`src/lvd_pkg.sv`:
```
// Overview of operation
// - Setting the enable bit powers comparator and divider and starts settling.
// - The low-voltage flag cannot be set before the reference is stable.
// - Settling time comes from an analog ready signal, not clock counts.
// - A reference already kept on by brown-out logic counts as stable.
// - Trip level all ones routes the external trip input to the comparator.
// - The detector keeps monitoring while the core sleeps.
// - A trip during sleep sets the flag and requests a wake-up if the flag was clear.
// - Wake-up resumes at the vector only when global interrupts are enabled.
// - Any reset returns the control register to its disabled reset state.
// - The flag sets when the selected tap falls below the reference.
// - Trip level sits in control bits 3:0 and picks one of fifteen taps, or at all ones the external input.
`default_nettype none
package lvd_pkg;

   // Register byte offsets on the APB bus.
   localparam logic [7:0] CTRL_OFFSET   = 8'h00;
   localparam logic [7:0] STATUS_OFFSET = 8'h04;
   localparam logic [7:0] MASK_OFFSET   = 8'h08;
   localparam logic [7:0] CORE_OFFSET   = 8'h0c;

   // Control register field positions.
   localparam int TRIP_LSB   = 0;
   localparam int TRIP_MSB   = 3;
   localparam int ENABLE_BIT = 4;
   localparam int STABLE_BIT = 5;

   // Status and mask bit positions.
   localparam int LOWV_BIT      = 0;
   localparam int REFREADY_BIT  = 1;
   localparam int EVENT_COUNT   = 2;

   // Values after reset, and the trip level that selects the external pin.
   localparam logic [3:0] TRIP_RESET   = 4'h5;
   localparam logic [3:0] TRIP_EXT_PIN = 4'hf;
   localparam logic [1:0] MASK_RESET   = 2'h0;

   // Stages of the input synchronisers.
   localparam int SYNC_STAGES = 2;

   // Control register contents.
   typedef struct packed {
      logic       detectorOn;
      logic [3:0] tripLevel;
   } ctrl_t;

   localparam ctrl_t CTRL_RESET = '{detectorOn: 1'b0, tripLevel: TRIP_RESET};

endpackage : lvd_pkg
`default_nettype wire

```
`src/sync_2ff.sv`:
```
`timescale 1ns/1ps
`default_nettype none
module sync_2ff #(
   parameter int WIDTH = 1
) (
   input  wire logic             clk,
   input  wire logic             reset_n,
   input  wire logic [WIDTH-1:0] asyncIn,
   output logic      [WIDTH-1:0] syncOut
);

   logic [WIDTH-1:0] meta_q;

   // The first stage feeds only the second stage.
   always_ff @(posedge clk or negedge reset_n) begin
      if (!reset_n) begin
         meta_q  <= '0;
         syncOut <= '0;
      end else begin
         meta_q  <= asyncIn;
         syncOut <= meta_q;
      end
   end

endmodule : sync_2ff
`default_nettype wire

```
`src/irq_status.sv`:
```
`timescale 1ns/1ps
`default_nettype none
module irq_status #(
   parameter int WIDTH = 2
) (
   input  wire logic             clk,
   input  wire logic             reset_n,
   input  wire logic [WIDTH-1:0] setEvent,
   input  wire logic [WIDTH-1:0] clearOnes,
   input  wire logic             maskWrite,
   input  wire logic [WIDTH-1:0] maskData,
   output logic      [WIDTH-1:0] status_q,
   output logic      [WIDTH-1:0] mask_q,
   output logic                  irq_q
);

   logic [WIDTH-1:0] status_d;

   // A set arriving with its clear wins, so no event is lost.
   assign status_d = (status_q & ~clearOnes) | setEvent;

   // Sticky status, mask and the level interrupt.
   always_ff @(posedge clk or negedge reset_n) begin
      if (!reset_n) begin
         status_q <= '0;
         mask_q   <= lvd_pkg::MASK_RESET;
         irq_q    <= 1'b0;
      end else begin
         status_q <= status_d;
         if (maskWrite) begin
            mask_q <= maskData;
         end
         irq_q <= |(status_d & (maskWrite ? maskData : mask_q));
      end
   end

endmodule : irq_status
`default_nettype wire

```
`src/low_voltage_detect_control.sv`:
```
// Implementation choices: the APB register port and the placing of the registers.
`timescale 1ns/1ps
`default_nettype none
module low_voltage_detect_control (
   input  wire logic        clk,
   input  wire logic        reset_n,
   // APB slave.
   input  wire logic        psel,
   input  wire logic        penable,
   input  wire logic        pwrite,
   input  wire logic [7:0]  paddr,
   input  wire logic [31:0] pwdata,
   output logic      [31:0] prdata,
   output logic             pready,
   output logic             pslverr,
   // Analog side.
   input  wire logic        compTrip,
   input  wire logic        refReady,
   input  wire logic        borRefOn,
   output logic             detectorOn,
   output logic      [3:0]  tapSel,
   output logic             extTripSel,
   // Core side.
   input  wire logic        sleepMode,
   output logic             lowvIrq,
   output logic             wakeReq,
   output logic             resumeVector,
   output logic             resumeNext
);

   lvd_pkg::ctrl_t ctrl_q;
   lvd_pkg::ctrl_t ctrl_d;
   logic        refStable_q;
   logic        globalIrqEn_q;
   logic [31:0] prdata_q;
   logic        pready_q;
   logic        pslverr_q;
   logic [3:0]  tapSel_q;
   logic        extTripSel_q;
   logic        wakeReq_q;
   logic        resumeVector_q;
   logic        resumeNext_q;
   logic [2:0]  syncIn;
   logic [2:0]  syncOut;
   logic        tripSync;
   logic        readySync;
   logic        borSync;
   logic [1:0]  status_q;
   logic [1:0]  mask_q;
   logic        irq_q;

   // Bus phase decode.
   wire         setupPhase  = psel && !penable;
   wire         accessDone  = psel && penable && pready_q;
   wire         hitCtrl     = (paddr == lvd_pkg::CTRL_OFFSET);
   wire         hitStatus   = (paddr == lvd_pkg::STATUS_OFFSET);
   wire         hitMask     = (paddr == lvd_pkg::MASK_OFFSET);
   wire         hitCore     = (paddr == lvd_pkg::CORE_OFFSET);
   wire         hitAny      = hitCtrl | hitStatus | hitMask | hitCore;
   wire         wrCtrl      = accessDone && pwrite && hitCtrl;
   wire         wrStatus    = accessDone && pwrite && hitStatus;
   wire         wrMask      = accessDone && pwrite && hitMask;
   wire         wrCore      = accessDone && pwrite && hitCore;

   // Read data selection.
   wire [31:0]  ctrlRead    = {26'h0000000, refStable_q, ctrl_q.detectorOn,
                               ctrl_q.tripLevel};
   wire [31:0]  statusRead  = {30'h00000000, status_q};
   wire [31:0]  maskRead    = {30'h00000000, mask_q};
   wire [31:0]  coreRead    = {31'h00000000, globalIrqEn_q};
   wire [31:0]  readMux     = hitCtrl   ? ctrlRead   :
                              hitStatus ? statusRead :
                              hitMask   ? maskRead   :
                              hitCore   ? coreRead   : 32'h00000000;

   // Control register next value; the stable bit is read only.
   assign ctrl_d = wrCtrl ?
                   lvd_pkg::ctrl_t'{detectorOn: pwdata[lvd_pkg::ENABLE_BIT],
                     tripLevel:  pwdata[lvd_pkg::TRIP_MSB:lvd_pkg::TRIP_LSB]}
                   : ctrl_q;

   // Analog inputs cross into the clock domain.
   assign syncIn = {borRefOn, refReady, compTrip};
   sync_2ff #(
      .WIDTH (3)
   ) u_sync (
      .clk     (clk),
      .reset_n (reset_n),
      .asyncIn (syncIn),
      .syncOut (syncOut)
   );
   assign tripSync  = syncOut[0];
   assign readySync = syncOut[1];
   assign borSync   = syncOut[2];

   // Event sources for the status register.
   wire         refOk      = readySync || borSync;
   wire         refRise    = ctrl_q.detectorOn && refOk && !refStable_q;
   wire         lowvSet    = ctrl_q.detectorOn && refStable_q
                             && tripSync;
   wire [1:0]   events     = {refRise, lowvSet};
   wire [1:0]   clearOnes  = wrStatus ? pwdata[1:0] : 2'h0;

   irq_status #(
      .WIDTH (lvd_pkg::EVENT_COUNT)
   ) u_irq (
      .clk       (clk),
      .reset_n   (reset_n),
      .setEvent  (events),
      .clearOnes (clearOnes),
      .maskWrite (wrMask),
      .maskData  (pwdata[1:0]),
      .status_q  (status_q),
      .mask_q    (mask_q),
      .irq_q     (irq_q)
   );

   // Control register; reset leaves the detector off.
   always_ff @(posedge clk or negedge reset_n) begin
      if (!reset_n) begin
         ctrl_q <= lvd_pkg::CTRL_RESET;
      end else begin
         ctrl_q <= ctrl_d;
      end
   end

   // Global interrupt enable kept for the wake-up decision.
   // It steers only where the core resumes and never gates lowvIrq.
   always_ff @(posedge clk or negedge reset_n) begin
      if (!reset_n) begin
         globalIrqEn_q <= 1'b0;
      end else if (wrCore) begin
         globalIrqEn_q <= pwdata[0];
      end
   end

   // Stable flag follows settling and drops when the detector is off.
   // Dropping it on disable forces a fresh settling wait at the next enable.
   always_ff @(posedge clk or negedge reset_n) begin
      if (!reset_n) begin
         refStable_q <= 1'b0;
      end else if (!ctrl_q.detectorOn) begin
         refStable_q <= 1'b0;
      end else if (refOk) begin
         refStable_q <= 1'b1;
      end
   end

   // Analog selection outputs registered from the control register's next value, so they change with it.
   always_ff @(posedge clk or negedge reset_n) begin
      if (!reset_n) begin
         tapSel_q     <= lvd_pkg::TRIP_RESET;
         extTripSel_q <= 1'b0;
      end else begin
         tapSel_q     <= ctrl_d.tripLevel;
         extTripSel_q <= (ctrl_d.tripLevel == lvd_pkg::TRIP_EXT_PIN);
      end
   end

   // Wake-up request and the resume choice, one-cycle pulses.
   // Only a freshly set flag wakes the core, so a stale flag cannot repeat it.
   always_ff @(posedge clk or negedge reset_n) begin
      if (!reset_n) begin
         wakeReq_q      <= 1'b0;
         resumeVector_q <= 1'b0;
         resumeNext_q   <= 1'b0;
      end else begin
         wakeReq_q      <= lowvSet && !status_q[0] && sleepMode;
         resumeVector_q <= lowvSet && !status_q[0] && sleepMode
                           && globalIrqEn_q;
         resumeNext_q   <= lowvSet && !status_q[0] && sleepMode
                           && !globalIrqEn_q;
      end
   end

   // APB answer: ready in the access cycle after each setup.
   // Read data is latched at the setup edge and stands through the access.
   always_ff @(posedge clk or negedge reset_n) begin
      if (!reset_n) begin
         pready_q  <= 1'b0;
         pslverr_q <= 1'b0;
         prdata_q  <= 32'h00000000;
      end else begin
         pready_q  <= setupPhase;
         pslverr_q <= setupPhase && !hitAny;
         if (setupPhase) begin
            prdata_q <= pwrite ? 32'h00000000 : readMux;
         end
      end
   end

   // Outputs come straight from flip-flops.
   assign prdata       = prdata_q;
   assign pready       = pready_q;
   assign pslverr      = pslverr_q;
   assign detectorOn   = ctrl_q.detectorOn;
   assign tapSel       = tapSel_q;
   assign extTripSel   = extTripSel_q;
   assign lowvIrq      = irq_q;
   assign wakeReq      = wakeReq_q;
   assign resumeVector = resumeVector_q;
   assign resumeNext   = resumeNext_q;
endmodule : low_voltage_detect_control
`default_nettype wire

```
`config.mk`:
```
export PLATFORM = sky130hd
export DESIGN_NAME = low_voltage_detect_control
export DESIGN_NICKNAME = d
export VERILOG_FILES = /design/src/lvd_pkg.sv /design/src/sync_2ff.sv /design/src/irq_status.sv /design/src/low_voltage_detect_control.sv
export SDC_FILE = /design/constraint.sdc
export NUM_CORES = 1
export LEC_CHECK = 0
export ABC_AREA = 1
export BUFFER_PORTS_ARGS = -buffer_cell sky130_fd_sc_hd__buf_2
export CAP_MARGIN = 10
export CORE_ASPECT_RATIO = 2
export CORE_MARGIN = 4
export CORE_UTILIZATION = 42
export CTS_CLUSTER_SIZE = 28
export DETAILED_ROUTE_END_ITERATION = 10
export HOLD_SLACK_MARGIN = 0.05
export PLACE_DENSITY = 0.79
export SLEW_MARGIN = 15
export SYNTH_ARGS = -nofsm -noshare
export SYNTH_HDL_FRONTEND = slang
export SYNTH_HIERARCHICAL = 1
export SYNTH_SLANG_ARGS = --single-unit
```
`constraint.sdc`:
```
create_clock -name clk -period 1.3 [get_ports clk]
set_input_delay 0.325 -clock clk [delete_from_list [all_inputs] [get_ports clk]]
set_output_delay 0.325 -clock clk [all_outputs]
set_load 0.05 [all_outputs]
```
After elaboration in Yosys (flattened, before gate mapping)
Cells that the tools add are included.
{"block": "word_totals", "reg_bits": 56, "latchBits": 0, "ram_bits": 0, "romBits": 0, "inputBits": 49, "output_inout_bits": 44, "wordCells": 63, "n_memories": 0}
{"block": "classes", "add_sub_neg": 0, "mul": 0, "div_mod_pow": 0, "magnitude_cmp": 0, "n_eq_ne": 5, "shifts": 0, "mux": 10, "bitwise": 7, "n_reduce_logical": 25}
{"op": "logical AND 1 bit", "count": 17}
{"op": "== test 8 x 4 -> 1 bit, second input constant", "count": 2}
{"op": "2-to-1 mux 6 bit", "count": 2}
{"op": "== test 8 x 3 -> 1 bit, second input constant", "count": 1}
{"op": "logical NOT 8 bit", "count": 1}
{"op": "2-to-1 mux 2 bit", "count": 4}
{"op": "logical NOT 1 bit", "count": 5}
{"op": "bitwise AND 2 bit", "count": 2}
{"op": "== test 4 bit, second input constant", "count": 1}
{"op": "2-to-1 mux 4 bit", "count": 1}
{"op": "2-to-1 mux 1 bit", "count": 3}
{"op": "bitwise OR 1 bit", "count": 3}
{"op": "inequality test 2 x 1 -> 1 bit, second input constant", "count": 1}
{"op": "inverter 2 bit", "count": 1}
{"op": "bitwise OR 2 bit", "count": 1}
{"op": "OR reduction 2 bit", "count": 1}
{"op": "logical OR 1 bit", "count": 1}

Longest topological paths before layout
Gate-level depths: netlist of run 1.
{"block": "logic_depth", "depth_word": 10, "depth_mapped": 10, "ltp_nobuf": 10}

Cells and area by module
The synthesis of run 1 kept the hierarchy.
{"module": "low_voltage_detect_control", "instances": 1, "cells_each": 148, "area_each_um2": 1149.9}
{"module": "irq_status", "instances": 1, "cells_each": 23, "area_each_um2": 197.7}
{"module": "sync_2ff", "instances": 1, "cells_each": 6, "area_each_um2": 150.1}

Least setup slack after synthesis of run 1
No wires, ideal clock.
{"block": "synth_path", "kind": "reg2reg", "start": "reg pready_q, in the netlist pready", "end": "reg u_irq.irq_q", "arrival_time_ns": 1.420, "slack_ns": -0.237, "path_stages_with_launch": 8, "synth_period_minus_slack_ns": 1.537, "cell_sequence": "dfrtp_1 nand4_1 nor3_1 inv_1 nand2_1 nand2_2 nand2_1 nand2_1"}
{"block": "synth_between", "elab_cells_between_ends": 11}
{"item": "from (decl)", "line_no": "low_voltage_detect_control.sv:36", "rtl": "logic pready_q;"}
{"item": "from (signal assigned)", "line_no": "low_voltage_detect_control.sv:184", "rtl": "pready_q <= setupPhase;"}
{"item": "logical AND 1 bit", "line_no": "low_voltage_detect_control.sv:54", "rtl": "wire accessDone = psel && penable && pready_q;"}
{"item": "logical AND 1 bit (2 in series)", "line_no": "low_voltage_detect_control.sv:62", "rtl": "wire wrMask = accessDone && pwrite && hitMask;"}
{"item": "via wrMask", "line_no": "low_voltage_detect_control.sv:62"}
{"item": "2-to-1 mux 2 bit"}
{"item": "bitwise AND 2 bit", "line_no": "irq_status.sv:33", "rtl": "irq_q <= |(status_d & (maskWrite ? maskData : mask_q));"}
{"item": "OR reduction 2 bit", "line_no": "irq_status.sv:33"}
{"item": "to (signal assigned)", "line_no": "irq_status.sv:33"}
{"item": "to (decl)", "line_no": "irq_status.sv:14", "rtl": "output logic irq_q"}
The timed path passes the listed nets, and every way through them passes these cells.
A chain may end at the register's enable or synchronous reset.

Final worst setup path of run 1
{"block": "layout_path", "start": "reg pready_q, in the netlist pready", "end": "reg u_irq.irq_q"}
{"block": "layout_between", "elab_chain_cells": 9, "elab_cells_between_ends": 11}
{"item": "logical AND 1 bit", "line_no": "low_voltage_detect_control.sv:54"}
{"item": "logical AND 1 bit (2 in series)", "line_no": "low_voltage_detect_control.sv:61", "rtl": "wire wrStatus = accessDone && pwrite && hitStatus;"}
{"item": "2-to-1 mux 2 bit", "line_no": "low_voltage_detect_control.sv:102", "rtl": "wire [1:0] clearOnes = wrStatus ? pwdata[1:0] : 2'h0;"}
{"item": "via clearOnes[0]", "line_no": "low_voltage_detect_control.sv:102"}
{"item": "inverter 2 bit", "line_no": "irq_status.sv:20", "rtl": "assign status_d = (status_q & ~clearOnes) | setEvent;"}
{"item": "bitwise AND 2 bit", "line_no": "irq_status.sv:20"}
{"item": "bitwise OR 2 bit", "line_no": "irq_status.sv:20"}
{"item": "via u_irq.status_d[0]", "line_no": "irq_status.sv:17", "rtl": "logic [WIDTH-1:0] status_d;"}
{"item": "bitwise AND 2 bit", "line_no": "irq_status.sv:33"}
{"item": "OR reduction 2 bit", "line_no": "irq_status.sv:33"}
The timed path passes the listed nets, and every way through them passes these cells.

==> results of run 1 <==
[per-layer routing]
layer  global-route usage  vias to the layer above  wire, um
met5                    0                        -         0
met4              0.09469                        0       122
met3              0.04348                       11       284
met2               0.2729                       52      1710
met1               0.1247                      557      1001
li1                     -                      614         -
[what timing repair did]
action,CTS,global route
hold endpoints to repair,28,0
setup buffers,2,1
setup endpoints to repair,4,5
pin swaps,0,5
hold buffers,1,0
gates resized for setup,8,9
[worst max-delay path, cell delays in order, from the launching register on]
cell     delay (ns)
dfrtp_2        0.35
nand4_1        0.20
inv_2          0.17
nand3_4        0.09
nor2_2         0.12
inv_1          0.04
nand2_1        0.06
nand2_2        0.07
nand2_2        0.06
nand2_2        0.04
[cells by family (layout without fill, tap and decap cells)]
kind of cell,Yosys count,count (layout)
AOI/OAI and AO/OA,8,8
buffers and inverters,54,91
DFF,30,30
other,1,26
and+or+nand+nor,84,84
[how the worst max path moves through the flow]
stage	startpoint	depth (start not counted)	slack (ns)	endpoint
3_5_place_dp	pwrite	10	-0.1	u_irq/irq_q
5_1_grt	pready	9	-0.15	u_irq/irq_q
2_1_floorplan	pready	7	-0.08	u_irq/irq_q
3_3_place_gp	pwrite	10	-0.08	u_irq/irq_q
6_report	pready	9	-0.02	u_irq/irq_q
4_1_cts	tapSel[2]	1	-0.03	tapSel[2]
[sequential cells by signal, indices dropped and copies added, names as in the netlist]
name	flops
refStable_q	1
resumeVector	1
globalIrqEn_q	1
pready	1
tapSel	4
prdata	6
u_irq/mask_q	2
extTripSel	1
u_irq/irq_q	1
u_sync/syncOut	3
u_sync/meta_q	3
wakeReq	1
resumeNext	1
u_irq/status_q	2
pslverr	1
detectorOn	1
[power by group through the flow]
stage	clock [W]	sequential, W	combinational [W]
2_1_floorplan	0	0.000988	0.000261
3_3_place_gp	0	0.000971	0.000302
3_5_place_dp	0	0.000972	0.000305
4_1_cts	0.000790	0.000955	0.000310
5_1_grt	0.000850	0.000955	0.000334
6_report	0.000766	0.000955	0.000313
[synthesized netlist by cell type (all sizes together)]
| library cell | count |
|---|---|
| nand2 | 50 |
| dfrtp | 28 |
| buf | 27 |
| inv | 26 |
| nand3 | 14 |
| nor2 | 14 |
| a21oi | 3 |
| nor3 | 3 |
| o21ai | 3 |
| dfstp | 2 |
| nor4 | 2 |
| a211oi | 1 |
| a31oi | 1 |
| clkinv | 1 |
| conb | 1 |
| nand4 | 1 |
[cell type report]
cell class	instances	area share
flip-flops and latches	30	0.3893
multi-input cells	118	0.2905
repair buffers	56	0.1879
inverters	27	0.05229
clock buffers	6	0.04261
well taps	48	0.03099
clock inverters	2	0.006456
[per-stage QoR]
stage          setup slack (ns)  instance area (um2)
4_1_cts                -0.03009                 1899
5_1_grt                 -0.1507                 1938
3_5_place_dp           -0.09515                 1752
2_1_floorplan          -0.07709                 1593
6_report               -0.01895                 1938
3_3_place_gp           -0.08312                 1752
==> impl_metrics.py, run 1 <==
metrics = {
    "worst_hold_path": {
        "whs_endpoint": "u_sync/meta_q[1]",
        "hold_path.startpoint": "refReady",
        "hp-class": "in -> reg",
        "hold_depth": 1,
    },
    "global_route": {
        "grt_usage": 0.1455,
        "antenna_found_initial": 0,
        "grt_max_degree": 31,
        "grt_pass1_vias": 1263,
        "grt-ovfl-total": 0,
        "grt_pass1_wl_um": 5043,
    },
    "power": {
        "p_total_w": 0.002034,
        "internal_power_w": 0.001432,
        "p_clk_frac": 0.377,
        "combinationalPowerShare": 0.154,
        "p_sw_w": 0.0006023,
        "swShare": 0.2961,
        "powerDensity_nw_per_um2": 1050,
        "ir_drop_mv": 1.056,
        "p_seq_frac": 0.469,
        "leakagePower_nw": 1.094,
    },
    "clock_tree": {
        "cts_tree": "done",
        "root_buffer": "clkbuf_8",
        "htree_levels": 2,
        "ctsLongestPathBuffers": 2,
        "cts.sinks": 30,
        "cts_buffers": 5,
        "clk_latency_ns": 0.28,
        "clk_pin_slew_ns": 0.06,
    },
    "synthesis": {
        "yosys_warnings": 6,
        "synth-xor-area-share": 0,
        "ys_types": 23,
        "synth-simple-area-share": 0.2598,
        "syn_inst": 177,
        "synth_adder_area_share": 0,
        "yosys.area.top_type": "dfrtp_1",
        "syn_avg_cell_area_um2": 8.462,
        "synth.area.mux_share": 0,
        "synthesis.area_um2": 1498,
        "synth_top_area_share": 0.4678,
        "ys_ff_latch": 30,
        "ys_top_cells_by_area": "dfrtp_1 47%, buf_4 13%, nand2_1 11%, inv_1 5.8%, dfstp_2 3.5%",
        "synth-compound-area-share": 0.02924,
        "synth_top_family_by_area": "simple AND/OR/NAND/NOR gates",
        "ys_seq_area_frac": 0.5029,
    },
    "setup_path": {
        "crit_arrival_ns": 1.49,
        "r2r_slack_ns": -0.02,
        "worst_setup_path_end_kind": "register",
        "rr_worst_depth": 9,
        "timing.rr.end": "u_irq/irq_q",
        "crit_fanout": 3,
        "critPathLaunchType": "register",
        "critPathRequiredTime_ns": 1.48,
        "reg2reg_from": "pready",
        "path_class": "reg -> reg",
    },
    "timing": {
        "fin_skew_ns": 0.004150,
        "finalCritPeriodShare": 1.015,
        "period_minus_slack_ns": 1.319,
        "finalSetupTns_ns": -0.02728,
        "hold_slack_ns": 0.1466,
        "finalWorstSetupSlack_ns": -0.01895,
        "final-hold-violation-count": 0,
        "fmax_ghz": 0.7582,
        "setup-violations-final": 2,
        "rsz0062_at_grt": "yes",
        "drv_slew": 0,
    },
    "cells_and_area": {
        "diodes": 0,
        "final_util": 0.5674,
        "fillers": 328,
        "final_cell_mix": "42 x nand2_1, 36 x buf_2, 27 x dfrtp_1",
        "nNetsFinal": 287,
        "layout.cells.most_common": "nand2_1",
        "area_growth_pct": 29.41,
        "layout.area.seq_um2": 754.5,
        "final_cells": 287,
        "drive_gt1_frac": 0.3724,
        "multiInputGateArea_um2": 563.0,
    },
    "detailed_routing": {
        "drtIter0Drc": 17,
        "drc": 0,
        "via_count": 1234,
        "viasPerCell": 4.300,
        "routedWlPerCell_um": 10.87,
        "antenna_left": 0,
        "drtPass1Iterations": 3,
        "finalWirelength_um": 3119,
    },
    "floorplanning": {
        "fp.dieH_um": 92.45,
        "ios": 93,
        "initial_core_util": 0.4385,
        "fp.dieW_um": 50.23,
        "rows": 30,
        "dieArea_um2": 4643,
        "core_area_um2": 3416,
    },
    "place": {
        "gp_congestion": 0.8684,
        "dp_hpwl_um": 2416,
        "port_buffers": 39,
        "dp.cells": 275,
    },
    "outcome": {
        "violations": "negative setup slack",
        "status": "complete, but fails checks",
    },
    "job": {
        "drv_cap": 0,
    },
}
Note: power is estimated with default switching activity, not from simulation.
==> inputs of run 2 (changes only) <==
==> constraint.sdc (replaced) <==
create_clock -name clk -period 1.35 [get_ports clk]
set_input_delay 0.3375 -clock clk [delete_from_list [all_inputs] [get_ports clk]]
set_output_delay 0.3375 -clock clk [all_outputs]
set_load 0.05 [all_outputs]
==> run 2 against run 1 <==
The run now ends clean. Sequential power down 3.8%. Power rose by 3.4%. Via count is 1.1% lower. Utilization fell by 1.2 points. Clock skew fell by 0.00089 ns. Sequential share of layout area up 0.85 points. Sequential cell count is the same. Global-route usage decreased by 0.19 points. Clock power increased by 17%. Highest routed layer unchanged. First-iteration DRC count down 18%.
==> impl_metrics.py, run 2 (synthesized netlist as in run 1, its figures left out) <==
metrics = {
    "setup_path": {
        "max_stage_delay_ns": 0.56,
        "critPathLaunchType": "register",
        "crit_buf_inv": 1,
        "crit_arrival_ns": 0.99,
        "path_class": "reg -> out",
        "path_cells": "buf_8",
        "worst_setup_path_end_kind": "output pin",
        "crit_family": "flip-flops",
        "slowest_stage": "dfstp_2",
        "crit_fanout": 3,
        "critPathRequiredTime_ns": 1.01,
        "r2r_slack_ns": 0.09,
    },
    "clock_tree": {
        "cts.sinks": 30,
        "root_buffer": "clkbuf_8",
        "ctsLongestPathBuffers": 2,
        "clk_latency_ns": 0.28,
        "cts_buffers": 5,
        "htree_levels": 2,
        "clk_pin_slew_ns": 0.06,
        "cts_tree": "done",
    },
    "power": {
        "p_seq_frac": 0.437,
        "swShare": 0.2617,
        "p_sw_w": 0.0005507,
        "combinationalPowerShare": 0.138,
        "p_total_w": 0.002104,
        "p_clk_frac": 0.425,
        "internal_power_w": 0.001553,
        "ir_drop_mv": 1.187,
        "powerDensity_nw_per_um2": 1109,
        "leakagePower_nw": 1.088,
    },
    "global_route": {
        "antenna_found_initial": 0,
        "grt_pass1_vias": 1224,
        "grt-ovfl-total": 0,
        "grt_pass1_wl_um": 5002,
        "grt_usage": 0.1437,
        "grt_max_degree": 18,
    },
    "timing": {
        "final-hold-violation-count": 0,
        "finalCritPeriodShare": 0.9827,
        "fmax_ghz": 0.7538,
        "hold_slack_ns": 0.1639,
        "fin_skew_ns": 0.003264,
        "drv_slew": 0,
        "period_minus_slack_ns": 1.327,
        "rsz0062_at_grt": "yes",
        "setup-violations-final": 0,
    },
    "detailed_routing": {
        "drtIter0Drc": 14,
        "via_count": 1220,
        "antenna_left": 0,
        "drc": 0,
        "drtPass1Iterations": 4,
        "finalWirelength_um": 2915,
        "routedWlPerCell_um": 10.26,
        "viasPerCell": 4.296,
    },
    "cells_and_area": {
        "final_cell_mix": "45 x nand2_1, 36 x buf_2, 27 x dfrtp_1",
        "layout.cells.most_common": "nand2_1",
        "largest_register_ffs": 6,
        "area_growth_pct": 26.65,
        "nNetsFinal": 285,
        "fillers": 323,
        "multiInputGateArea_um2": 535.5,
        "drive_gt1_frac": 0.3347,
        "diodes": 0,
        "layout.area.seq_um2": 754.5,
    },
    "floorplanning": {
        "core_area_um2": 3416,
        "rows": 30,
        "fp.dieH_um": 92.45,
        "fp.dieW_um": 50.23,
        "dieArea_um2": 4643,
        "ios": 93,
        "initial_core_util": 0.4385,
    },
    "job": {
        "drv_cap": 0,
    },
    "place": {
        "gp_congestion": 0.9105,
        "dp_hpwl_um": 2388,
        "port_buffers": 39,
    },
    "worst_hold_path": {
        "hp-class": "in -> reg",
    },
    "outcome": {
        "status": "complete, no violations",
    },
}
-- run 2: changes by cell type in the layout (fill, tap and decap cells not counted), sizes merged --
cell / before / now
clkbuf: 6 / 7
buf: 55 / 52
bufinv: 0 / 1
clkinv: 2 / 1
clkinvlp: 1 / 0
-- run 2: path summary, 6_finish.rpt --
kind                                   from           endpoint  cells after the start
max                               tapSel[0]          tapSel[0]                      1
min reg2reg                u_sync/meta_q[0]  u_sync/syncOut[0]                      0
max reg2reg                          pready        u_irq/irq_q                      7
min                                borRefOn   u_sync/meta_q[2]                      1
min in group asynchronous           reset_n          tapSel[3]                      2
max in group asynchronous           reset_n   u_sync/meta_q[0]                      3
-- run 2: repair_timing --
| item | in CTS | in global routing |
|---|---|---|
| endpoints found under the setup margin | 2 | 4 |
| endpoints found under the hold margin | 13 | 0 |
| pin swaps | 0 | 1 |
| resized for setup | 4 | 4 |
| hold buffers | 1 | 0 |
| setup buffers | 0 | 2 |
-- run 2: area by class of cell --
type | instances | share of cell area
inverters | 27 | 0.05343
well taps | 48 | 0.03166
flip-flops and latches | 30 | 0.3978
clock buffers | 6 | 0.04354
clock inverters | 1 | 0.01583
repair buffers | 54 | 0.1755
multi-input cells | 118 | 0.2823
-- run 2: routing by layer --
metal	vias up	share of wire	wire [um]	global-route usage
met5	-	0	0	0
met4	0	0.027	78	0.09007
met3	6	0.088	257	0.04187
met2	50	0.55	1596	0.2587
met1	557	0.34	982	0.1356
li1	607	-	-	-
-- run 2: power groups by stage --
stage / clock [W] / combinational (W) / sequential, W
floorplan: 0 / 0.000251 / 0.000951
detailed placement: 0 / 0.000286 / 0.000935
global placement: 0 / 0.000285 / 0.000935
global route: 0.000961 / 0.000313 / 0.000920
finish: 0.000894 / 0.000291 / 0.000919
CTS: 0.000914 / 0.000289 / 0.000919
-- run 2: metrics by stage --
step | util | cells | worst slack, ns | setup TNS (ns) | area (um2)
3_5_place_dp | 0.5070 | 274 | -0.04812 | -0.04812 | 1732
4_1_cts | 0.5465 | 282 | 0.01127 | 0 | 1867
3_3_place_gp | 0.5070 | 274 | -0.03938 | -0.03938 | 1732
2_1_floorplan | - | 202 | -0.02709 | -0.02709 | 1593
6_report | 0.5553 | 284 | 0.02339 | 0 | 1897
5_1_grt | 0.5553 | 284 | -0.05358 | -0.05682 | 1897
